**src/hdl/hmc_pkg.sv**
```systemverilog
// Register map and field layout of the holdover mode control block
package hmc_pkg;
  localparam int unsigned IDX_W         = 8;
  localparam logic [7:0]  IDX_FREQ_LOW  = 8'h3F;
  localparam logic [7:0]  IDX_FREQ_MID  = 8'h40;
  localparam logic [7:0]  IDX_MODE      = 8'h41;
  localparam logic [7:0]  RST_MODE      = 8'h88;
  localparam logic [7:0]  RST_FREQ_LOW  = 8'h00;
  localparam logic [7:0]  RST_FREQ_MID  = 8'h00;
  localparam int unsigned BIT_AUTO_AVG  = 7;
  localparam int unsigned BIT_FAST_AVG  = 6;
  localparam int unsigned BIT_READ_AVG  = 5;
  localparam int unsigned MINI_HI       = 4;
  localparam int unsigned MINI_LO       = 3;
  localparam int unsigned FTOP_HI       = 2;
  localparam int unsigned FREQ_W        = 19;
  localparam int unsigned FMID_LO       = 8;
  localparam int unsigned FTOP_LO       = 16;
  localparam logic [1:0]  MINI_AS_FULL  = 2'h0;
  localparam logic [1:0]  MINI_FROZEN   = 2'h1;
  localparam logic [1:0]  MINI_FAST     = 2'h2;
  localparam logic [1:0]  MINI_SLOW     = 2'h3;
  localparam logic [1:0]  HTRANS_NONSEQ = 2'h2;
  localparam logic [2:0]  HSIZE_WORD    = 3'h2;
endpackage : hmc_pkg

```
**src/hdl/hmc_ahb_front.sv**
```systemverilog
// AHB-Lite address-phase capture for the holdover mode control block
`timescale 1ns/10ps
module hmc_ahb_front (
  input  wire logic                     mclk,
  input  wire logic                     rst_n,
  input  wire logic                     hsel,
  input  wire logic [31:0]              haddr,
  input  wire logic [1:0]               htrans,
  input  wire logic                     hwrite,
  input  wire logic [2:0]               hsize,
  input  wire logic                     hready,
  output logic                          wrPend,
  output logic [hmc_pkg::IDX_W-1:0]     wrIdx,
  output wire logic                     rdTake,
  output wire logic [hmc_pkg::IDX_W-1:0] rdIdx
);
  import hmc_pkg::*;

  wire logic addrTake;
  wire logic inMap;

  // Only whole aligned words below the map ceiling hit a register
  assign inMap    = (haddr[31:10] == 22'h0) && (haddr[1:0] == 2'h0) && (hsize == HSIZE_WORD);
  assign addrTake = hsel && hready && (htrans == HTRANS_NONSEQ) && inMap;
  assign rdTake   = addrTake && !hwrite;
  assign rdIdx    = haddr[9:2];

  always_ff @(posedge mclk or negedge rst_n) begin
    if (!rst_n) begin
      wrPend <= 1'b0;
      wrIdx  <= 8'h00;
    end else if (hready) begin
      wrPend <= addrTake && hwrite;
      wrIdx  <= haddr[9:2];
    end
  end
endmodule : hmc_ahb_front

```
**src/hdl/hmc_holdover_ctrl.sv**
```systemverilog
// Holdover mode control registers with AHB-Lite slave
//
// Summary of operation
// - Bit 7 selects averaged versus frozen holdover.
// - Bit 6 picks fast or slow averager.
// - Bit 5 low reads back written frequency.
// - Bit 5 high reads selected averaged frequency.
// - Bits 4:3 choose mini-holdover frequency source.
`timescale 1ns/10ps
module hmc_holdover_ctrl (
  input  wire logic                        mclk,
  input  wire logic                        rst_n,
  input  wire logic                        hsel,
  input  wire logic [31:0]                 haddr,
  input  wire logic [1:0]                  htrans,
  input  wire logic                        hwrite,
  input  wire logic [2:0]                  hsize,
  input  wire logic [31:0]                 hwdata,
  input  wire logic                        hready,
  output logic                             hreadyout,
  output logic                             hresp,
  output logic [31:0]                      hrdata,
  input  wire logic                        manualEngaged,
  input  wire logic [hmc_pkg::FREQ_W-1:0]  avgFastFreq,
  input  wire logic [hmc_pkg::FREQ_W-1:0]  avgSlowFreq,
  output logic                             holdoverUseAvg,
  output logic                             holdoverFastAvg,
  output logic [1:0]                       miniHoldMode,
  output logic [hmc_pkg::FREQ_W-1:0]       holdoverFreqValue
);
  import hmc_pkg::*;

  logic [7:0]        modeCfg;
  logic [7:0]        freqMid;
  logic [7:0]        freqLow;
  logic              wrPend;
  logic [IDX_W-1:0]  wrIdx;
  wire logic              rdTake;
  wire logic [IDX_W-1:0]  rdIdx;
  wire logic [7:0]        next_modeCfg;
  wire logic [7:0]        next_freqMid;
  wire logic [7:0]        next_freqLow;
  wire logic [FREQ_W-1:0] freqWritten;
  wire logic [FREQ_W-1:0] avgSelected;
  wire logic [FREQ_W-1:0] freqRead;
  wire logic [7:0]        rdByte;
  // Bus decode, read path and loop-control next values
  wire logic              wrMode;
  wire logic              wrMid;
  wire logic              wrLow;
  wire logic              rdMode;
  wire logic              rdMid;
  wire logic              rdLow;
  wire logic [7:0]        wrByte;
  wire logic [7:0]        rdModeByte;
  wire logic [7:0]        rdMidByte;
  wire logic [7:0]        rdLowByte;
  wire logic [31:0]       rdWord;
  wire logic              next_holdoverUseAvg;
  wire logic              next_holdoverFastAvg;
  wire logic [1:0]        next_miniHoldMode;
  wire logic [FREQ_W-1:0] next_holdoverFreqValue;

  // Address phase is captured in the front end; this slave never stretches
  hmc_ahb_front hmc_ahb_front_inst (
    .mclk   (mclk),
    .rst_n  (rst_n),
    .hsel   (hsel),
    .haddr  (haddr),
    .htrans (htrans),
    .hwrite (hwrite),
    .hsize  (hsize),
    .hready (hready),
    .wrPend (wrPend),
    .wrIdx  (wrIdx),
    .rdTake (rdTake),
    .rdIdx  (rdIdx)
  );

  // Writes decode in the data phase, reads in the address phase
  assign wrMode = wrPend && (wrIdx == IDX_MODE);
  assign wrMid  = wrPend && (wrIdx == IDX_FREQ_MID);
  assign wrLow  = wrPend && (wrIdx == IDX_FREQ_LOW);
  assign rdMode = (rdIdx == IDX_MODE);
  assign rdMid  = (rdIdx == IDX_FREQ_MID);
  assign rdLow  = (rdIdx == IDX_FREQ_LOW);

  // Only the low byte lane is used; upper lanes are dropped on purpose
  assign wrByte = hwdata[7:0];

  // A write replaces the whole byte; unwritten registers hold
  assign next_modeCfg = wrMode ? wrByte : modeCfg;
  assign next_freqMid = wrMid  ? wrByte : freqMid;
  assign next_freqLow = wrLow  ? wrByte : freqLow;

  // Reads see the post-write values so a read right after a write is fresh
  assign freqWritten = {next_modeCfg[FTOP_HI:0], next_freqMid, next_freqLow};
  assign avgSelected = next_modeCfg[BIT_FAST_AVG] ? avgFastFreq : avgSlowFreq;
  assign freqRead    = next_modeCfg[BIT_READ_AVG] ? avgSelected : freqWritten;

  // Mode bits 7:3 always read back as written; only the top value bits switch
  assign rdModeByte = {next_modeCfg[BIT_AUTO_AVG:MINI_LO], freqRead[FREQ_W-1:FTOP_LO]};
  assign rdMidByte  = freqRead[FTOP_LO-1:FMID_LO];
  assign rdLowByte  = freqRead[FMID_LO-1:0];

  // Unmapped indices read as zero but still answer OKAY
  assign rdByte = rdMode ? rdModeByte :
                  rdMid  ? rdMidByte  :
                  rdLow  ? rdLowByte  : 8'h00;
  assign rdWord = {24'h00_0000, rdByte};

  // Mode register wakes up with averaged holdover and frozen mini-holdover
  always_ff @(posedge mclk or negedge rst_n) begin
    if (!rst_n) begin
      modeCfg <= RST_MODE;
      freqMid <= RST_FREQ_MID;
      freqLow <= RST_FREQ_LOW;
    end else begin
      modeCfg <= next_modeCfg;
      freqMid <= next_freqMid;
      freqLow <= next_freqLow;
    end
  end

  // Zero-wait slave: read data is prepared during the address phase
  always_ff @(posedge mclk or negedge rst_n) begin
    if (!rst_n) begin
      hreadyout <= 1'b1;
      hresp     <= 1'b0;
      hrdata    <= 32'h0000_0000;
    end else begin
      hreadyout <= 1'b1;
      hresp     <= 1'b0;
      hrdata    <= rdTake ? rdWord : 32'h0000_0000;
    end
  end

  // Manual control overrides auto averaging in holdover
  assign next_holdoverUseAvg    = modeCfg[BIT_AUTO_AVG] && !manualEngaged;
  assign next_holdoverFastAvg   = modeCfg[BIT_FAST_AVG];
  assign next_miniHoldMode      = modeCfg[MINI_HI:MINI_LO];
  assign next_holdoverFreqValue = {modeCfg[FTOP_HI:0], freqMid, freqLow};

  // Loop controls lag the registers by one cycle so they leave a flip-flop
  always_ff @(posedge mclk or negedge rst_n) begin
    if (!rst_n) begin
      holdoverUseAvg    <= 1'b0;
      holdoverFastAvg   <= 1'b0;
      miniHoldMode      <= MINI_AS_FULL;
      holdoverFreqValue <= '0;
    end else begin
      holdoverUseAvg    <= next_holdoverUseAvg;
      holdoverFastAvg   <= next_holdoverFastAvg;
      miniHoldMode      <= next_miniHoldMode;
      holdoverFreqValue <= next_holdoverFreqValue;
    end
  end

  a_auto_avg_sel: assert property (@(posedge mclk) disable iff (!rst_n)
    (wrPend && wrIdx == IDX_MODE && !hwdata[BIT_AUTO_AVG]) |=> ##1 !holdoverUseAvg)
    else $error("holdover averaging not released after bit 7 cleared");

  a_fast_rate_sel: assert property (@(posedge mclk) disable iff (!rst_n)
    $changed(modeCfg[BIT_FAST_AVG]) |=> holdoverFastAvg == $past(modeCfg[BIT_FAST_AVG]))
    else $error("fast averager select does not follow bit 6");

  a_read_written: assert property (@(posedge mclk) disable iff (!rst_n)
    (rdTake && rdIdx == IDX_FREQ_LOW && !next_modeCfg[BIT_READ_AVG])
      |=> hrdata[7:0] == $past(next_freqLow))
    else $error("frequency read does not return written value");

  a_read_average: assert property (@(posedge mclk) disable iff (!rst_n)
    (rdTake && rdIdx == IDX_FREQ_MID && next_modeCfg[BIT_READ_AVG])
      |=> hrdata[7:0] == $past(avgSelected[15:8]))
    else $error("frequency read does not return averaged value");

  a_mini_hold_mode: assert property (@(posedge mclk) disable iff (!rst_n)
    (wrPend && wrIdx == IDX_MODE) |=> ##1 miniHoldMode == $past(hwdata[MINI_HI:MINI_LO], 2))
    else $error("mini-holdover mode does not follow bits 4:3");

  a_freq_top_bits: assert property (@(posedge mclk) disable iff (!rst_n)
    (wrPend && wrIdx == IDX_MODE) |=> ##1 holdoverFreqValue[18:16] == $past(hwdata[FTOP_HI:0], 2))
    else $error("frequency top bits do not follow bits 2:0");

  // Antecedents sample rst_n so the release edge itself starts no attempt
  a_use_avg_manual: assert property (@(posedge mclk) disable iff (!rst_n)
    (rst_n && manualEngaged) |=> !holdoverUseAvg)
    else $error("manual control did not override averaged holdover");

  a_use_avg_auto: assert property (@(posedge mclk) disable iff (!rst_n)
    (rst_n && modeCfg[BIT_AUTO_AVG] && !manualEngaged) |=> holdoverUseAvg)
    else $error("averaged holdover not used with bit 7 set");

  a_read_slow_avg: assert property (@(posedge mclk) disable iff (!rst_n)
    (rdTake && rdLow && next_modeCfg[BIT_READ_AVG] && !next_modeCfg[BIT_FAST_AVG])
      |=> hrdata[7:0] == $past(avgSlowFreq[FMID_LO-1:0]))
    else $error("frequency read does not return slow averaged value");

  a_read_fast_avg: assert property (@(posedge mclk) disable iff (!rst_n)
    (rdTake && rdMode && next_modeCfg[BIT_READ_AVG] && next_modeCfg[BIT_FAST_AVG])
      |=> hrdata[FTOP_HI:0] == $past(avgFastFreq[FREQ_W-1:FTOP_LO]))
    else $error("top frequency bits do not return fast averaged value");

  a_read_written_mid: assert property (@(posedge mclk) disable iff (!rst_n)
    (rdTake && rdMid && !next_modeCfg[BIT_READ_AVG])
      |=> hrdata[7:0] == $past(next_freqMid))
    else $error("middle frequency read does not return written value");

  a_read_top_bits: assert property (@(posedge mclk) disable iff (!rst_n)
    (rdTake && rdMode && !next_modeCfg[BIT_READ_AVG])
      |=> hrdata[FTOP_HI:0] == $past(next_modeCfg[FTOP_HI:0]))
    else $error("top frequency bits do not read back as written");

  a_mode_readback: assert property (@(posedge mclk) disable iff (!rst_n)
    (rdTake && rdMode)
      |=> hrdata[BIT_AUTO_AVG:MINI_LO] == $past(next_modeCfg[BIT_AUTO_AVG:MINI_LO]))
    else $error("mode bits do not read back as written");

  a_value_mid: assert property (@(posedge mclk) disable iff (!rst_n)
    wrMid |=> ##1 holdoverFreqValue[FTOP_LO-1:FMID_LO] == $past(wrByte, 2))
    else $error("frequency value middle byte does not follow its write");

  a_value_low: assert property (@(posedge mclk) disable iff (!rst_n)
    wrLow |=> ##1 holdoverFreqValue[FMID_LO-1:0] == $past(wrByte, 2))
    else $error("frequency value low byte does not follow its write");
endmodule : hmc_holdover_ctrl

```
**config.mk**
```make
export PLATFORM = sky130hd
export DESIGN_NAME = hmc_holdover_ctrl
export DESIGN_NICKNAME = d
export VERILOG_FILES = /design/src/hdl/hmc_pkg.sv /design/src/hdl/hmc_ahb_front.sv /design/src/hdl/hmc_holdover_ctrl.sv
export SDC_FILE = /design/constraint.sdc
export NUM_CORES = 1
export LEC_CHECK = 0
export ABC_CLOCK_PERIOD_IN_PS = 2750
export BUFFER_PORTS_ARGS = -buffer_cell sky130_fd_sc_hd__buf_2
export CAP_MARGIN = 0
export CORE_ASPECT_RATIO = 0.8
export CORE_UTILIZATION = 45
export CTS_BUF_LIST = sky130_fd_sc_hd__clkbuf_8
export DETAILED_ROUTE_END_ITERATION = 10
export PLACE_DENSITY_LB_ADDON = 0.3
export SKIP_LAST_GASP = 1
export SLEW_MARGIN = 0
export SYNTH_ARGS = -nofsm -noshare
export SYNTH_HDL_FRONTEND = slang
export SYNTH_SLANG_ARGS = --single-unit
```
**constraint.sdc**
```tcl
create_clock -name mclk -period 2.75 [get_ports mclk]
set_clock_uncertainty 0.05 [all_clocks]
set_input_delay 0.4125 -clock mclk [delete_from_list [all_inputs] [get_ports mclk]]
set_output_delay 0.4125 -clock mclk [all_outputs]
set_load 0.1 [all_outputs]
```
Yosys cells after proc, flatten, opt, wreduce, memory -nomap -nowiden
Index checks and enable logic that the tools add are counted.
- register bits: 64
- input port bits: 113
- equality and inequality tests: 8
- multiplexer cells: 9
- reduce and logical (&&, ||, !) cells: 15
- operators by type and width (cell ; number):
    two-way mux 8 bit ; 7
    two-way mux 19 bit ; 2
    equality test 8 x 7 -> 1 bit (second input constant) ; 4
    logical NOT 22 bit ; 1
    equality test 8 x 6 -> 1 bit (second input constant) ; 2
    logical AND 1 bit ; 11
    equality test 3 x 2 -> 1 bit (second input constant) ; 1
    equality test 2 bit (second input constant) ; 1
    logical NOT 1 bit ; 2
    logical NOT 2 bit ; 1

Depth between registers and ports, before layout
Gate-level depths: netlist of run 1.
- depth in word-level cells: 9
- gate-level depth with buffers: 8

Cells and area by module
A second synthesis of run 1 with hierarchy kept.
- cells, all modules: 295
- area total of the unflattened synthesis: 3315.7 sq um
- modules (own cells, without submodules) (module ; instances ; cells an instance ; area an instance (sq um) ; seq. area each (sq um)):
    hmc_holdover_ctrl ; 1 ; 255 ; 2821.5 ; 1378.8
    hmc_ahb_front ; 1 ; 40 ; 494.2 ; 225.2

Least setup slack after synthesis of run 1
No wires, ideal clock.
- path type: reg-to-reg
- from: register hmc_ahb_front_inst.wrIdx[7] (netlist name)
- to: register hrdata[5]
- arrival time: 1.849 ns
- required time: 2.568 ns
- slack: 0.719 ns
- cell stages (with the launch flop): 9
- path buffers: 1
- period minus slack after synthesis: 2.031 ns
- cell sequence: dfrtp_1 nor4b_4 nand3_4 mux2i_4 inv_2 buf_6 a221o_1 a211oi_1 nor3_1
- cells in the longest elaborated chain, start to end: 9
- RTL lines (what ; RTL line ; text):
    start, declared ; hmc_ahb_front.sv:13 ; output logic [hmc_pkg::IDX_W-1:0] wrIdx,
    start signal, assigned ; hmc_ahb_front.sv:34 ; wrIdx <= haddr[9:2];
    equality test 8 x 7 -> 1 bit * ; hmc_holdover_ctrl.sv:81 ; assign wrMode = wrPend && (wrIdx == IDX_MODE);
    logical AND 1 bit * ; hmc_holdover_ctrl.sv:81 ;
    two-way mux 8 bit * ; hmc_holdover_ctrl.sv:92 ; assign next_modeCfg = wrMode ? wrByte : modeCfg;
    named net next_modeCfg[6] ; hmc_holdover_ctrl.sv:40 ; wire logic [7:0] next_modeCfg;
    two-way mux 19 bit * ; hmc_holdover_ctrl.sv:98 ; assign avgSelected = next_modeCfg[BIT_FAST_AVG] ? avgFastFreq : avgSlowFreq;
    two-way mux 19 bit * ; hmc_holdover_ctrl.sv:99 ; assign freqRead = next_modeCfg[BIT_READ_AVG] ? avgSelected : freqWritten;
    two-way mux 8 bit ; hmc_holdover_ctrl.sv:109 ; rdLow ? rdLowByte : 8'h00;
    two-way mux 8 bit * ; hmc_holdover_ctrl.sv:108 ; rdMid ? rdMidByte :
    two-way mux 8 bit * ; hmc_holdover_ctrl.sv:107 ; assign rdByte = rdMode ? rdModeByte :
    two-way mux 8 bit * ; hmc_holdover_ctrl.sv:134 ; hrdata <= rdTake ? rdWord : 32'h0000_0000;
    end signal, assigned ; hmc_holdover_ctrl.sv:134 ;
    end, declared ; hmc_holdover_ctrl.sv:22 ; output logic [31:0] hrdata,
The timed path passes the listed nets; every way through them passes the cells marked *.
A chain may end at the register's enable or synchronous reset.

Worst setup path in the final report of run 1
- from: register hmc_ahb_front_inst.wrIdx[3] (netlist name)
- to: register hrdata[6]
- RTL lines (what ; RTL line):
    equality test 8 x 7 -> 1 bit * ; hmc_holdover_ctrl.sv:81
    logical AND 1 bit * ; hmc_holdover_ctrl.sv:81
    two-way mux 8 bit * ; hmc_holdover_ctrl.sv:92
    named net next_modeCfg[5] ; hmc_holdover_ctrl.sv:40
    two-way mux 19 bit * ; hmc_holdover_ctrl.sv:99
    two-way mux 8 bit ; hmc_holdover_ctrl.sv:109
    two-way mux 8 bit * ; hmc_holdover_ctrl.sv:108
    two-way mux 8 bit * ; hmc_holdover_ctrl.sv:107
    two-way mux 8 bit * ; hmc_holdover_ctrl.sv:134
Marked as above.

==> results.sh, run 1 <==
export IMPL_dieHeight_um=74.5
export IMPL_setup_violations=0
export IMPL_grt_setup_unrepaired="no"
export IMPL_setup_worst_path_class="reg -> reg"
export IMPL_fp_row_count=26
export IMPL_postCtsHoldBufs=0
export IMPL_overall_track_demand_over_capacity_in_global_routing_pct=20.1
export IMPL_worstHoldPathType="in -> reg"
export IMPL_cts_max_path_buffers=2
export IMPL_netlist_top_cells_area="sky130_fd_sc_hd__dfrtp_1, sky130_fd_sc_hd__mux2_2, sky130_fd_sc_hd__buf_4"
export IMPL_static_leakage_power_nw=1.89
export IMPL_buffers_plus_inverters_on_the_worst_setup_path=3
export IMPL_multi_input_area_um2=1190
export IMPL_post_cts_repair_setup_buffers=0
export IMPL_area_sequential_um2=1600
export IMPL_cp_slowest_stage_delay_ns=0.43
export IMPL_placed_cells_incl_taps=437
export IMPL_number_of_drc_markers_in_iteration_0=92
export IMPL_globalRoute_totalOverflow=0
export IMPL_grt_max_degree=65
export IMPL_core_area_um2=6380
export IMPL_tritoncts="yes"
export IMPL_max_cap_violations=0
export IMPL_htree_num_levels=3
export IMPL_category_of_the_worst_setup_path_capture_point="flip-flop"
export IMPL_clk_insertion_delay_late_ns=0.34
export IMPL_gp_congestion=0.770
export IMPL_routed_via_density=5.04
export IMPL_synth_seq_cells=64
export IMPL_outcome="finished clean"
export IMPL_sequential_element_share_of_the_synthesized_area_pct=54.3
export IMPL_synthDominantAreaCellType="sky130_fd_sc_hd__dfrtp_1"
export IMPL_power_density_nw_per_um2=555
export IMPL_max_slew_margin_rel_pct=48.0
export IMPL_antenna_found_initial=0
export IMPL_crit_slowest_cell="sky130_fd_sc_hd__dfrtp_1"
export IMPL_postLayoutSetupSlackWorst_ns=0.459
export IMPL_dp_slack_ns=0.303
export IMPL_routed_wire_length_per_instance_um=14.7
export IMPL_detail_route_drc_violations=0
export IMPL_cp_cell_sequence="nor4b_4, nand3_4, buf_4, mux2i_1, buf_4, inv_2, a31oi_1, a31oi_1, a311oi_1"
export IMPL_flow_area_growth_from_synthesis_pct=27.3
export IMPL_syn_cell_area_um2=2950
export IMPL_vdd_drop_max_v=0.000295
export IMPL_detail_route_first_pass_iterations=6
export IMPL_postRouteAntennaNets=0
export IMPL_cts_reportedPaths_clkPinSlew_ns=0.07
export IMPL_wire_length_of_the_first_global_routing_pass_um=10200
export IMPL_cts_resized_gates=0
export IMPL_n_antenna_cell=0
export IMPL_final_max_slew_violation_count=0
export IMPL_dp_final_hpwl_um=4900
export IMPL_final_fill_count=578
export IMPL_worst_max_slew_pin_slew_ns=0.781
export IMPL_layout_drive_gt1_share_pct=50.7
export IMPL_finalWorstPathRequiredPeriod_ns=2.29
export IMPL_final_common_cell="sky130_fd_sc_hd__buf_2"
export IMPL_worstPathArrival_ns=2.48
export IMPL_routed_wirelength_um=6660
export IMPL_count_of_endpoints_failing_hold_in_the_final_timing_report=0
export IMPL_synth_distinct_cells=42
export IMPL_die_outline_area_um2=6890
export IMPL_leading_cell_types_in_the_layout_fill_and_taps_excluded="sky130_fd_sc_hd__buf_2, sky130_fd_sc_hd__dfrtp_1, sky130_fd_sc_hd__mux2_2"
export IMPL_vias_in_the_first_global_route=2064
export IMPL_cp_max_fo=13
export IMPL_postSynthAreaPerCell_um2=12.5
export IMPL_cts_buffers=9
export IMPL_io_pins=170
export IMPL_floorplan_initialDensity_pct=46.3
export IMPL_final_cell_count_no_fill=453
export IMPL_cp_start_kind="flip-flop"
export IMPL_achievable_frequency_mhz=437
export IMPL_clkSinkCount=64
export IMPL_placement_io_buffers=119
export IMPL_route_vias_total=2285
export IMPL_critical_path_top_delay_family="buffers and inverters"
export IMPL_cts_root_buffer="sky130_fd_sc_hd__clkbuf_8"
export IMPL_totalNegativeSetupSlack_ns=0
export IMPL_final_nets=477
export IMPL_ys_warn_count=0
export IMPL_netlist_area_leader_share_pct=52.5
export IMPL_worstPathRequired_ns=2.94
export IMPL_dieWidth_um=92.6
export IMPL_min_period_over_period_pct=83.3
export IMPL_post_synth_inst_count=236
worst reg2reg max path, delay by kind of cell, from the launching register on:
family                 cells  cell delay, ns
muxes                      1            0.16
AOI/OAI and AO/OA          3            0.49
DFF                        1            0.43
buffers and inverters      3            0.57
and+or+nand+nor            2            0.49
area by class of cell:
class / instances / area share [%]
clock buffers: 10 / 3.66
clock inverters: 6 / 1.16
inverters: 3 / 0.299
multi-input cells: 157 / 31.6
flip-flops and latches: 64 / 42.6
well taps: 84 / 2.79
repair buffers: 129 / 17.8
registers in the layout, summed over array words and instances, names as in the netlist, 2 cells and up:
signal / cells
hrdata: 8
hmc_ahb_front_inst.wrIdx: 8
miniHoldMode: 2
holdoverFreqValue: 19
freqLow: 8
freqMid: 8
modeCfg: 8
where the power goes:
part,total [mW],internal [mW],switching (mW)
clock,0.718,0.352,0.366
sequential,0.991,0.969,0.0219
combinational,0.380,0.0896,0.290
total,2.09,1.41,0.678
layer usage:
metal / wire length [um] / global-route usage (%)
met5: 0 / 0
met4: 45 / 6.77
met3: 542 / 5.21
met2: 3180 / 32.5
met1: 2890 / 26.7
path summary, 6_finish.rpt:
path / start / endpoint / slack [ns] / cells past startpoint
min reg2reg: modeCfg[1] / holdoverFreqValue[17] / 0.32 / 0
min: manualEngaged / holdoverUseAvg / 0.17 / 2
max in group asynchronous: rst_n / miniHoldMode[0] / 1.95 / 2
max: hmc_ahb_front_inst.wrIdx[3] / hrdata[6] / 0.46 / 9
max reg2reg: hmc_ahb_front_inst.wrIdx[3] / hrdata[6] / 0.46 / 9
min in group asynchronous: rst_n / holdoverFreqValue[2] / 0.18 / 2
Yosys cell counts:
| master | instances |
|---|---|
| sky130_fd_sc_hd__nor2b_1 | 2 |
| sky130_fd_sc_hd__o21ai_0 | 6 |
| sky130_fd_sc_hd__and3b_1 | 2 |
| sky130_fd_sc_hd__nand4_1 | 3 |
| sky130_fd_sc_hd__nor4_1 | 5 |
| sky130_fd_sc_hd__a221oi_1 | 11 |
| sky130_fd_sc_hd__dfstp_2 | 2 |
| sky130_fd_sc_hd__buf_6 | 1 |
| sky130_fd_sc_hd__or3_1 | 4 |
| sky130_fd_sc_hd__buf_4 | 27 |
| sky130_fd_sc_hd__or4b_1 | 1 |
| sky130_fd_sc_hd__and2_1 | 1 |
| sky130_fd_sc_hd__inv_1 | 1 |
| sky130_fd_sc_hd__nor4b_2 | 1 |
| sky130_fd_sc_hd__a31oi_1 | 6 |
| sky130_fd_sc_hd__a311oi_1 | 1 |
| sky130_fd_sc_hd__mux2i_1 | 2 |
| sky130_fd_sc_hd__nor2_1 | 1 |
| sky130_fd_sc_hd__buf_1 | 1 |
| sky130_fd_sc_hd__nor4b_1 | 3 |
| sky130_fd_sc_hd__nor3_1 | 4 |
| sky130_fd_sc_hd__inv_2 | 2 |
| sky130_fd_sc_hd__a21oi_1 | 7 |
| sky130_fd_sc_hd__o21a_1 | 2 |
| sky130_fd_sc_hd__nand2b_1 | 4 |
| sky130_fd_sc_hd__a21o_1 | 1 |
| sky130_fd_sc_hd__nand4b_1 | 1 |
| sky130_fd_sc_hd__nand2_1 | 13 |
| sky130_fd_sc_hd__mux2_2 | 30 |
| sky130_fd_sc_hd__a211oi_1 | 3 |
| sky130_fd_sc_hd__mux2i_4 | 1 |
| sky130_fd_sc_hd__clkbuf_1 | 5 |
| sky130_fd_sc_hd__nor4b_4 | 2 |
| sky130_fd_sc_hd__a221o_1 | 3 |
| sky130_fd_sc_hd__conb_1 | 2 |
| sky130_fd_sc_hd__nand3_4 | 1 |
| sky130_fd_sc_hd__buf_2 | 2 |
| sky130_fd_sc_hd__nor4_4 | 1 |
| sky130_fd_sc_hd__a22oi_1 | 7 |
| sky130_fd_sc_hd__a31o_2 | 1 |
| sky130_fd_sc_hd__nand3_1 | 1 |
| sky130_fd_sc_hd__dfrtp_1 | 62 |
cells by family after synthesis:
kind of cell / synth area share, %
AOI/OAI and AO/OA: 11.6
buffers and inverters: 8.72
DFF: 54.3
muxes: 12.9
other: 0.254
and+or+nand+nor: 12.2
metrics by stage:
step                cell area, um2  total power, mW  util [%]  hold slack [ns]
finish                        3760             2.09      59.0            0.166
global route                  3760             2.18      59.0            0.163
CTS                           3760             2.11      59.0            0.159
detailed placement            3580             1.39      56.1            0.307
global placement              3580             1.39      56.1            0.305
floorplan                     3040             1.30         -           0.0669
Power figures use the tool's default switching activity.
==> inputs of run 2 (changes only) <==
--- a/config.mk
+++ b/config.mk
@@ -5,11 +5,12 @@
 export SDC_FILE = /design/constraint.sdc
 export NUM_CORES = 1
 export LEC_CHECK = 0
-export ABC_CLOCK_PERIOD_IN_PS = 2750
+export ABC_AREA = 1
+export ABC_CLOCK_PERIOD_IN_PS = 2050
 export BUFFER_PORTS_ARGS = -buffer_cell sky130_fd_sc_hd__buf_2
 export CAP_MARGIN = 0
 export CORE_ASPECT_RATIO = 0.8
-export CORE_UTILIZATION = 45
+export CORE_UTILIZATION = 43
 export CTS_BUF_LIST = sky130_fd_sc_hd__clkbuf_8
 export DETAILED_ROUTE_END_ITERATION = 10
 export PLACE_DENSITY_LB_ADDON = 0.3
==> constraint.sdc (replaced) <==
create_clock -name mclk -period 2.05 [get_ports mclk]
set_clock_uncertainty 0.05 [all_clocks]
set_input_delay 0.3075 -clock mclk [delete_from_list [all_inputs] [get_ports mclk]]
set_output_delay 0.3075 -clock mclk [all_outputs]
set_load 0.1 [all_outputs]
==> run 2 against run 1 <==
Against the previous run: via count up 31%; largest cell class unchanged; critical path type unchanged; non-clock buffer count is 1 higher; worst setup slack got worse by 0.23 ns.
==> results.sh, run 2 <==
export IMPL_outcome="finished clean"
export IMPL_cts_max_path_buffers=2
export IMPL_flow_area_growth_from_synthesis_pct=24.1
export IMPL_dp_final_hpwl_um=6180
export IMPL_antenna_found_initial=0
export IMPL_grt_setup_unrepaired="no"
export IMPL_htree_num_levels=3
export IMPL_number_of_drc_markers_in_iteration_0=121
export IMPL_synth_edf_count=0
export IMPL_synth_commonest_cells="sky130_fd_sc_hd__nand2_1, sky130_fd_sc_hd__dfrtp_1, sky130_fd_sc_hd__inv_1"
export IMPL_setup_violations=0
export IMPL_setup_slack_reg_to_reg_ns=0.23
export IMPL_globalRouteMet2Util_pct=34.1
export IMPL_synth_distinct_cells=32
export IMPL_routed_wire_length_per_instance_um=11.8
export IMPL_whs_endpoint="holdoverUseAvg"
export IMPL_synth_seq_cells=64
export IMPL_postRouteAntennaNets=0
export IMPL_grt_max_degree=29
export IMPL_static_leakage_power_nw=2.34
export IMPL_crit_reg2reg_capture="hrdata[4]"
export IMPL_gp_congestion=0.836
export IMPL_cp_slowest_stage_delay_ns=0.41
export IMPL_clk_insertion_delay_late_ns=0.35
export IMPL_postSynth_topFlopCell="sky130_fd_sc_hd__dfrtp_1"
export IMPL_syn_cell_area_um2=3420
export IMPL_finalWorstPathRequiredPeriod_ns=1.82
export IMPL_max_slew_margin_rel_pct=65.7
export IMPL_worstHoldPathType="in -> reg"
export IMPL_final_nets=671
export IMPL_final_common_cell="sky130_fd_sc_hd__buf_2"
export IMPL_setup_worst_path_class="reg -> reg"
export IMPL_totalNegativeSetupSlack_ns=0
export IMPL_detail_route_drc_violations=0
export IMPL_synth_async_sr_flop_share_pct=100
export IMPL_worstPathArrival_ns=2.01
export IMPL_hold_path_depth=2
export IMPL_n_antenna_cell=0
export IMPL_vias_in_the_first_global_route=2711
export IMPL_cp_cell_sequence="inv_2, nand2_1, nor2_1, nand3_4, nand2_1, nand3_1, nand3_1, nand2_1, inv_1, nand2_1, a21oi_1"
export IMPL_min_period_over_period_pct=88.7
export IMPL_layout_drive_gt1_share_pct=31.4
export IMPL_gr_usage_met1_pct=25.5
export IMPL_yosys_cell_count_top_type="sky130_fd_sc_hd__nand2_1"
export IMPL_cts_root_buffer="sky130_fd_sc_hd__clkbuf_8"
export IMPL_rr_worst_depth=11
export IMPL_tritoncts="yes"
export IMPL_global_route_usage_met3_pct=4.68
export IMPL_critical_path_top_delay_family="simple AND/OR/NAND/NOR gates"
export IMPL_synthDominantAreaCellType="sky130_fd_sc_hd__dfrtp_1"
export IMPL_cp_start_kind="flip-flop"
export IMPL_core_area_um2=7570
export IMPL_max_cap_violations=0
export IMPL_wire_length_of_the_first_global_routing_pass_um=12400
export IMPL_finalPower_mw=2.73
export IMPL_globalRoute_totalOverflow=0
export IMPL_category_of_the_worst_setup_path_capture_point="flip-flop"
export IMPL_largest_register_ffs=19
export IMPL_routed_wirelength_um=7860
export IMPL_achievable_frequency_mhz=550
export IMPL_ys_warn_count=0
export IMPL_worstHoldStart="manualEngaged"
export IMPL_worstPathRequired_ns=2.24
export IMPL_most_used_layer_global_route="met2"
export IMPL_timing_rr_start="hmc_ahb_front_inst.wrIdx[7]"
export IMPL_dieHeight_um=81.8
export IMPL_count_of_endpoints_failing_hold_in_the_final_timing_report=0
export IMPL_final_fill_count=728
export IMPL_buffers_plus_inverters_on_the_worst_setup_path=2
export IMPL_final_max_slew_violation_count=0
export IMPL_route_vias_total=2982
export IMPL_cts_reportedPaths_clkPinSlew_ns=0.07
export IMPL_post_synth_inst_count=430
export IMPL_io_pins=170
export IMPL_floorplan_initialDensity_pct=45.2
export IMPL_worst_max_slew_pin_slew_ns=0.514
export IMPL_beginning_of_the_critical_path="hmc_ahb_front_inst.wrIdx[7]"
export IMPL_cp_max_fo=12
export IMPL_postSynthAreaPerCell_um2=7.96
export IMPL_critical_path_top_cell_by_count="sky130_fd_sc_hd__nand2_1"
export IMPL_vdd_drop_max_v=0.000313
export IMPL_netlist_top_cells_area="sky130_fd_sc_hd__dfrtp_1, sky130_fd_sc_hd__nand2_1, sky130_fd_sc_hd__buf_4"
export IMPL_detail_route_first_pass_iterations=4
export IMPL_die_outline_area_um2=8320
export IMPL_sequential_element_share_of_the_synthesized_area_pct=46.9
export IMPL_leading_cell_types_in_the_layout_fill_and_taps_excluded="sky130_fd_sc_hd__buf_2, sky130_fd_sc_hd__nand2_1, sky130_fd_sc_hd__dfrtp_1"
export IMPL_routed_via_density=4.46
export IMPL_fp_row_count=28
export IMPL_clkSinkCount=64
export IMPL_dieWidth_um=102
export IMPL_regMostFlops="holdoverFreqValue"
export IMPL_power_density_nw_per_um2=642
export IMPL_crit_slowest_cell="sky130_fd_sc_hd__dfrtp_1"
export IMPL_cts_buffers=9
export IMPL_netlist_area_leader_share_pct=45.3
export IMPL_overall_track_demand_over_capacity_in_global_routing_pct=20.3
export IMPL_placement_io_buffers=119
==> run 2: cell count changes in the layout (fill, tap and decap cells not counted), sizes merged, moves of 6 or more <==
cell and change:
nor4b -6, nand2 +113, inv +51, mux2 -30
nand3 +39, a22oi -7, nor4 -6, a21oi +7
a31oi -6, o21ai +15, a221oi -11, nor2 +45
and2 +6
==> run 2: through the flow <==
step	util, %	cell area [um2]	setup WS, ns	hold slack (ns)	cells
global placement	53.5	4050	0.261	0.253	651
detailed placement	53.5	4050	0.248	0.258	651
global route	56.1	4250	0.0301	0.0509	668
floorplan	-	3510	0.544	-0.0381	454
finish	56.1	4250	0.231	0.0551	668
CTS	56.0	4240	0.219	0.0482	668
==> run 2: how the worst max path moves through the flow <==
stage	cells past startpoint	endpoint
floorplan	13	hrdata[0]
global placement	12	hrdata[0]
detailed placement	10	hrdata[3]
CTS	11	hrdata[4]
global route	11	hrdata[4]
finish	11	hrdata[4]
==> run 2: kinds of logic after synthesis <==
family | after synthesis | share of synthesized area, %
DFF | 64 | 46.9
AOI/OAI and AO/OA | 43 | 6.87
other | 2 | 0.219
buffers and inverters | 91 | 14.4
and+or+nand+nor | 230 | 31.6
==> run 2: timing repair <==
action / in CTS / in global routing
hold buffers: 1 / 0
gates resized for setup: 0 / 1
endpoints found under the setup margin: 0 / 2
setup buffers: 0 / 0
hold endpoints to repair: 15 / 0
==> run 2: area by class of cell <==
cell class                 instances  area (um2)  share of cell area, %
sequential                        64        1600                   37.8
clock buffer                      10         138                   3.24
clock inverter                     6        43.8                   1.03
tap                              105         131                   3.09
multi-input combinational        299        1420                   33.5
inverter                          54         203                   4.77
timing repair buffer             130         706                   16.6
==> run 2: per-layer routing <==
layer,share of wire (%),vias up,wire length [um]
li1,-,1542,-
met1,46,1315,3630
met2,47,115,3690
met3,5.3,10,415
met4,1.5,0,121
met5,0,-,0
==> run 2: power by group <==
part / total (mW) / internal (mW) / switching (mW) / leakage, nW
logic: 0.458 / 0.0993 / 0.358 / 1.44
clock network: 0.971 / 0.474 / 0.497 / 0.0926
registers: 1.30 / 1.28 / 0.0170 / 0.812
==> inputs of run 3 (changes only) <==
--- a/config.mk
+++ b/config.mk
@@ -10,7 +10,7 @@
 export BUFFER_PORTS_ARGS = -buffer_cell sky130_fd_sc_hd__buf_2
 export CAP_MARGIN = 0
 export CORE_ASPECT_RATIO = 0.8
-export CORE_UTILIZATION = 43
+export CORE_UTILIZATION = 30
 export CTS_BUF_LIST = sky130_fd_sc_hd__clkbuf_8
 export DETAILED_ROUTE_END_ITERATION = 10
 export PLACE_DENSITY_LB_ADDON = 0.3
==> run 3 against run 2 <==
Against the previous run: critical path depth did not move; largest power group unchanged; cell area rose by 2.2%; flip-flop and latch count unchanged; sequential power barely moved; non-clock buffer count increased by 1; critical endpoint is now hrdata[1]; total power up 4.6%.
==> results.sh, run 3 (synthesized netlist as in run 2, its figures left out) <==
export IMPL_critical_path_top_cell_by_count="sky130_fd_sc_hd__nand2_2"
export IMPL_grt_max_degree=26
export IMPL_layout_drive_gt1_share_pct=31.7
export IMPL_n_antenna_cell=0
export IMPL_flow_area_growth_from_synthesis_pct=26.8
export IMPL_category_of_the_worst_setup_path_capture_point="flip-flop"
export IMPL_detail_route_drc_violations=0
export IMPL_cp_start_kind="flip-flop"
export IMPL_postRouteAntennaNets=0
export IMPL_dieHeight_um=97.5
export IMPL_cp_slowest_stage_delay_ns=0.41
export IMPL_final_cell_count_no_fill=708
export IMPL_routed_wirelength_um=8610
export IMPL_fp_row_count=34
export IMPL_final_common_cell="sky130_fd_sc_hd__buf_2"
export IMPL_worst_max_slew_pin_slew_ns=0.601
export IMPL_cp_cell_sequence="inv_2, nand2_2, nor2_4, nand3_4, nand2_2, nand2_2, inv_2, nand2_1, a21oi_1, nor2_1, nor2_1"
export IMPL_outcome="finished clean"
export IMPL_p_comb_share_pct=16.2
export IMPL_worstHoldPathType="in -> reg"
export IMPL_count_of_endpoints_failing_hold_in_the_final_timing_report=0
export IMPL_final_max_slew_violation_count=0
export IMPL_cts_reportedPaths_clkPinSlew_ns=0.07
export IMPL_die_outline_area_um2=11800
export IMPL_tritoncts="yes"
export IMPL_setup_violations=0
export IMPL_wire_length_of_the_first_global_routing_pass_um=14000
export IMPL_power_density_nw_per_um2=658
export IMPL_final_fill_count=1158
export IMPL_internal_power_summed_over_all_cells_mw=1.95
export IMPL_clkSinkCount=64
export IMPL_htree_num_levels=3
export IMPL_clkPwrFrac_pct=38.3
export IMPL_area_sequential_um2=1600
export IMPL_dieWidth_um=121
export IMPL_cp_max_fo=11
export IMPL_clk_insertion_delay_late_ns=0.35
export IMPL_totalNegativeSetupSlack_ns=0
export IMPL_worstPathRequired_ns=2.26
export IMPL_max_cap_violations=0
export IMPL_overall_track_demand_over_capacity_in_global_routing_pct=15.6
export IMPL_final_nets=672
export IMPL_crit_slowest_cell="sky130_fd_sc_hd__dfrtp_1"
export IMPL_dp_final_hpwl_um=6820
export IMPL_gp_congestion=0.755
export IMPL_finalWorstPathRequiredPeriod_ns=1.82
export IMPL_number_of_drc_markers_in_iteration_0=109
export IMPL_antenna_found_initial=0
export IMPL_routed_via_density=4.19
export IMPL_cts_buffers=9
export IMPL_min_period_over_period_pct=89.0
export IMPL_placed_cells_incl_taps=691
export IMPL_io_pins=170
export IMPL_sequentialPowerShare_pct=45.5
export IMPL_cts_root_buffer="sky130_fd_sc_hd__clkbuf_8"
export IMPL_p_sw_share_pct=31.5
export IMPL_worstPathArrival_ns=2.04
export IMPL_leading_cell_types_in_the_layout_fill_and_taps_excluded="sky130_fd_sc_hd__buf_2, sky130_fd_sc_hd__nand2_1, sky130_fd_sc_hd__dfrtp_1"
export IMPL_max_slew_margin_rel_pct=59.9
export IMPL_routed_wire_length_per_instance_um=12.2
export IMPL_core_area_um2=11000
export IMPL_achievable_frequency_mhz=548
export IMPL_multi_input_area_um2=1430
export IMPL_placement_io_buffers=119
export IMPL_floorplan_initialDensity_pct=31.2
export IMPL_largest_register_ffs=19
export IMPL_vias_in_the_first_global_route=2879
export IMPL_route_vias_total=2970
export IMPL_static_leakage_power_nw=2.35
export IMPL_grt_setup_unrepaired="no"
export IMPL_regMostFlops="holdoverFreqValue"
export IMPL_detail_route_first_pass_iterations=4
export IMPL_globalRoute_totalOverflow=0
export IMPL_setup_worst_path_class="reg -> reg"
export IMPL_cts_max_path_buffers=2
export IMPL_power_net_switching_mw=0.900
export IMPL_vdd_drop_max_v=0.000260
## run 3: final cells by class
type / count / share of cell area (%)
sequential: 64 / 37.0
timing repair buffer: 131 / 16.7
clock buffer: 9 / 2.85
multi-input combinational: 299 / 32.8
clock inverter: 7 / 1.82
inverter: 54 / 4.67
tap: 144 / 4.15
## run 3: stage by stage
step / total power [mW] / area, um2 / setup WS, ns / utilization (%) / hold WS [ns]
3_5_place_dp: 1.78 / 4120 / 0.217 / 37.5 / 0.296
6_report: 2.85 / 4340 / 0.225 / 39.5 / 0.0473
3_3_place_gp: 1.78 / 4120 / 0.262 / 37.5 / 0.281
4_1_cts: 2.88 / 4330 / 0.200 / 39.5 / 0.0345
5_1_grt: 2.98 / 4340 / 0.00343 / 39.5 / 0.0407
2_1_floorplan: 1.68 / 3510 / 0.544 / - / -0.0381
## run 3: routing by layer
metal	up-vias	GRT usage (%)	part of all wire, %
met5	-	0	0
li1	1549	-	-
met1	1310	20.7	48
met2	100	24.2	44
met3	11	4.46	6.2
met4	0	4.84	1.5
## run 3: power by group through the flow
stage                     clock network, mW  logic [mW]  registers (mW)
after global routing                   1.18       0.497            1.30
final                                  1.09       0.463            1.30
after detailed placement                  0       0.462            1.32
after floorplan                           0       0.329            1.35
after global placement                    0       0.457            1.32
after CTS                              1.12       0.464            1.30
## run 3: critical path: cells and delay by family, from the launching register on
family / cells / cell delay (ns)
buffers and inverters: 2 / 0.32
and+or+nand+nor: 8 / 0.79
AOI/OAI and AO/OA: 1 / 0.17
DFF: 1 / 0.41
## run 3: worst paths after layout
kind	from	to	slack (ns)	cells after the start
min reg2reg	freqMid[1]	holdoverFreqValue[9]	0.32	0
max reg2reg	hmc_ahb_front_inst.wrIdx[7]	hrdata[1]	0.23	11
max in group asynchronous	rst_n	miniHoldMode[1]	0.97	3
min in group asynchronous	rst_n	modeCfg[4]	0.45	2
min	manualEngaged	holdoverUseAvg	0.05	2
max	hmc_ahb_front_inst.wrIdx[7]	hrdata[1]	0.23	11
## run 3: what timing repair did
action / in CTS / in global routing
setup endpoints to repair: 0 / 3
resized for setup: 0 / 2
hold buffers: 1 / 0
endpoints found under the hold margin: 17 / 0
buffers inserted: 0 / 0
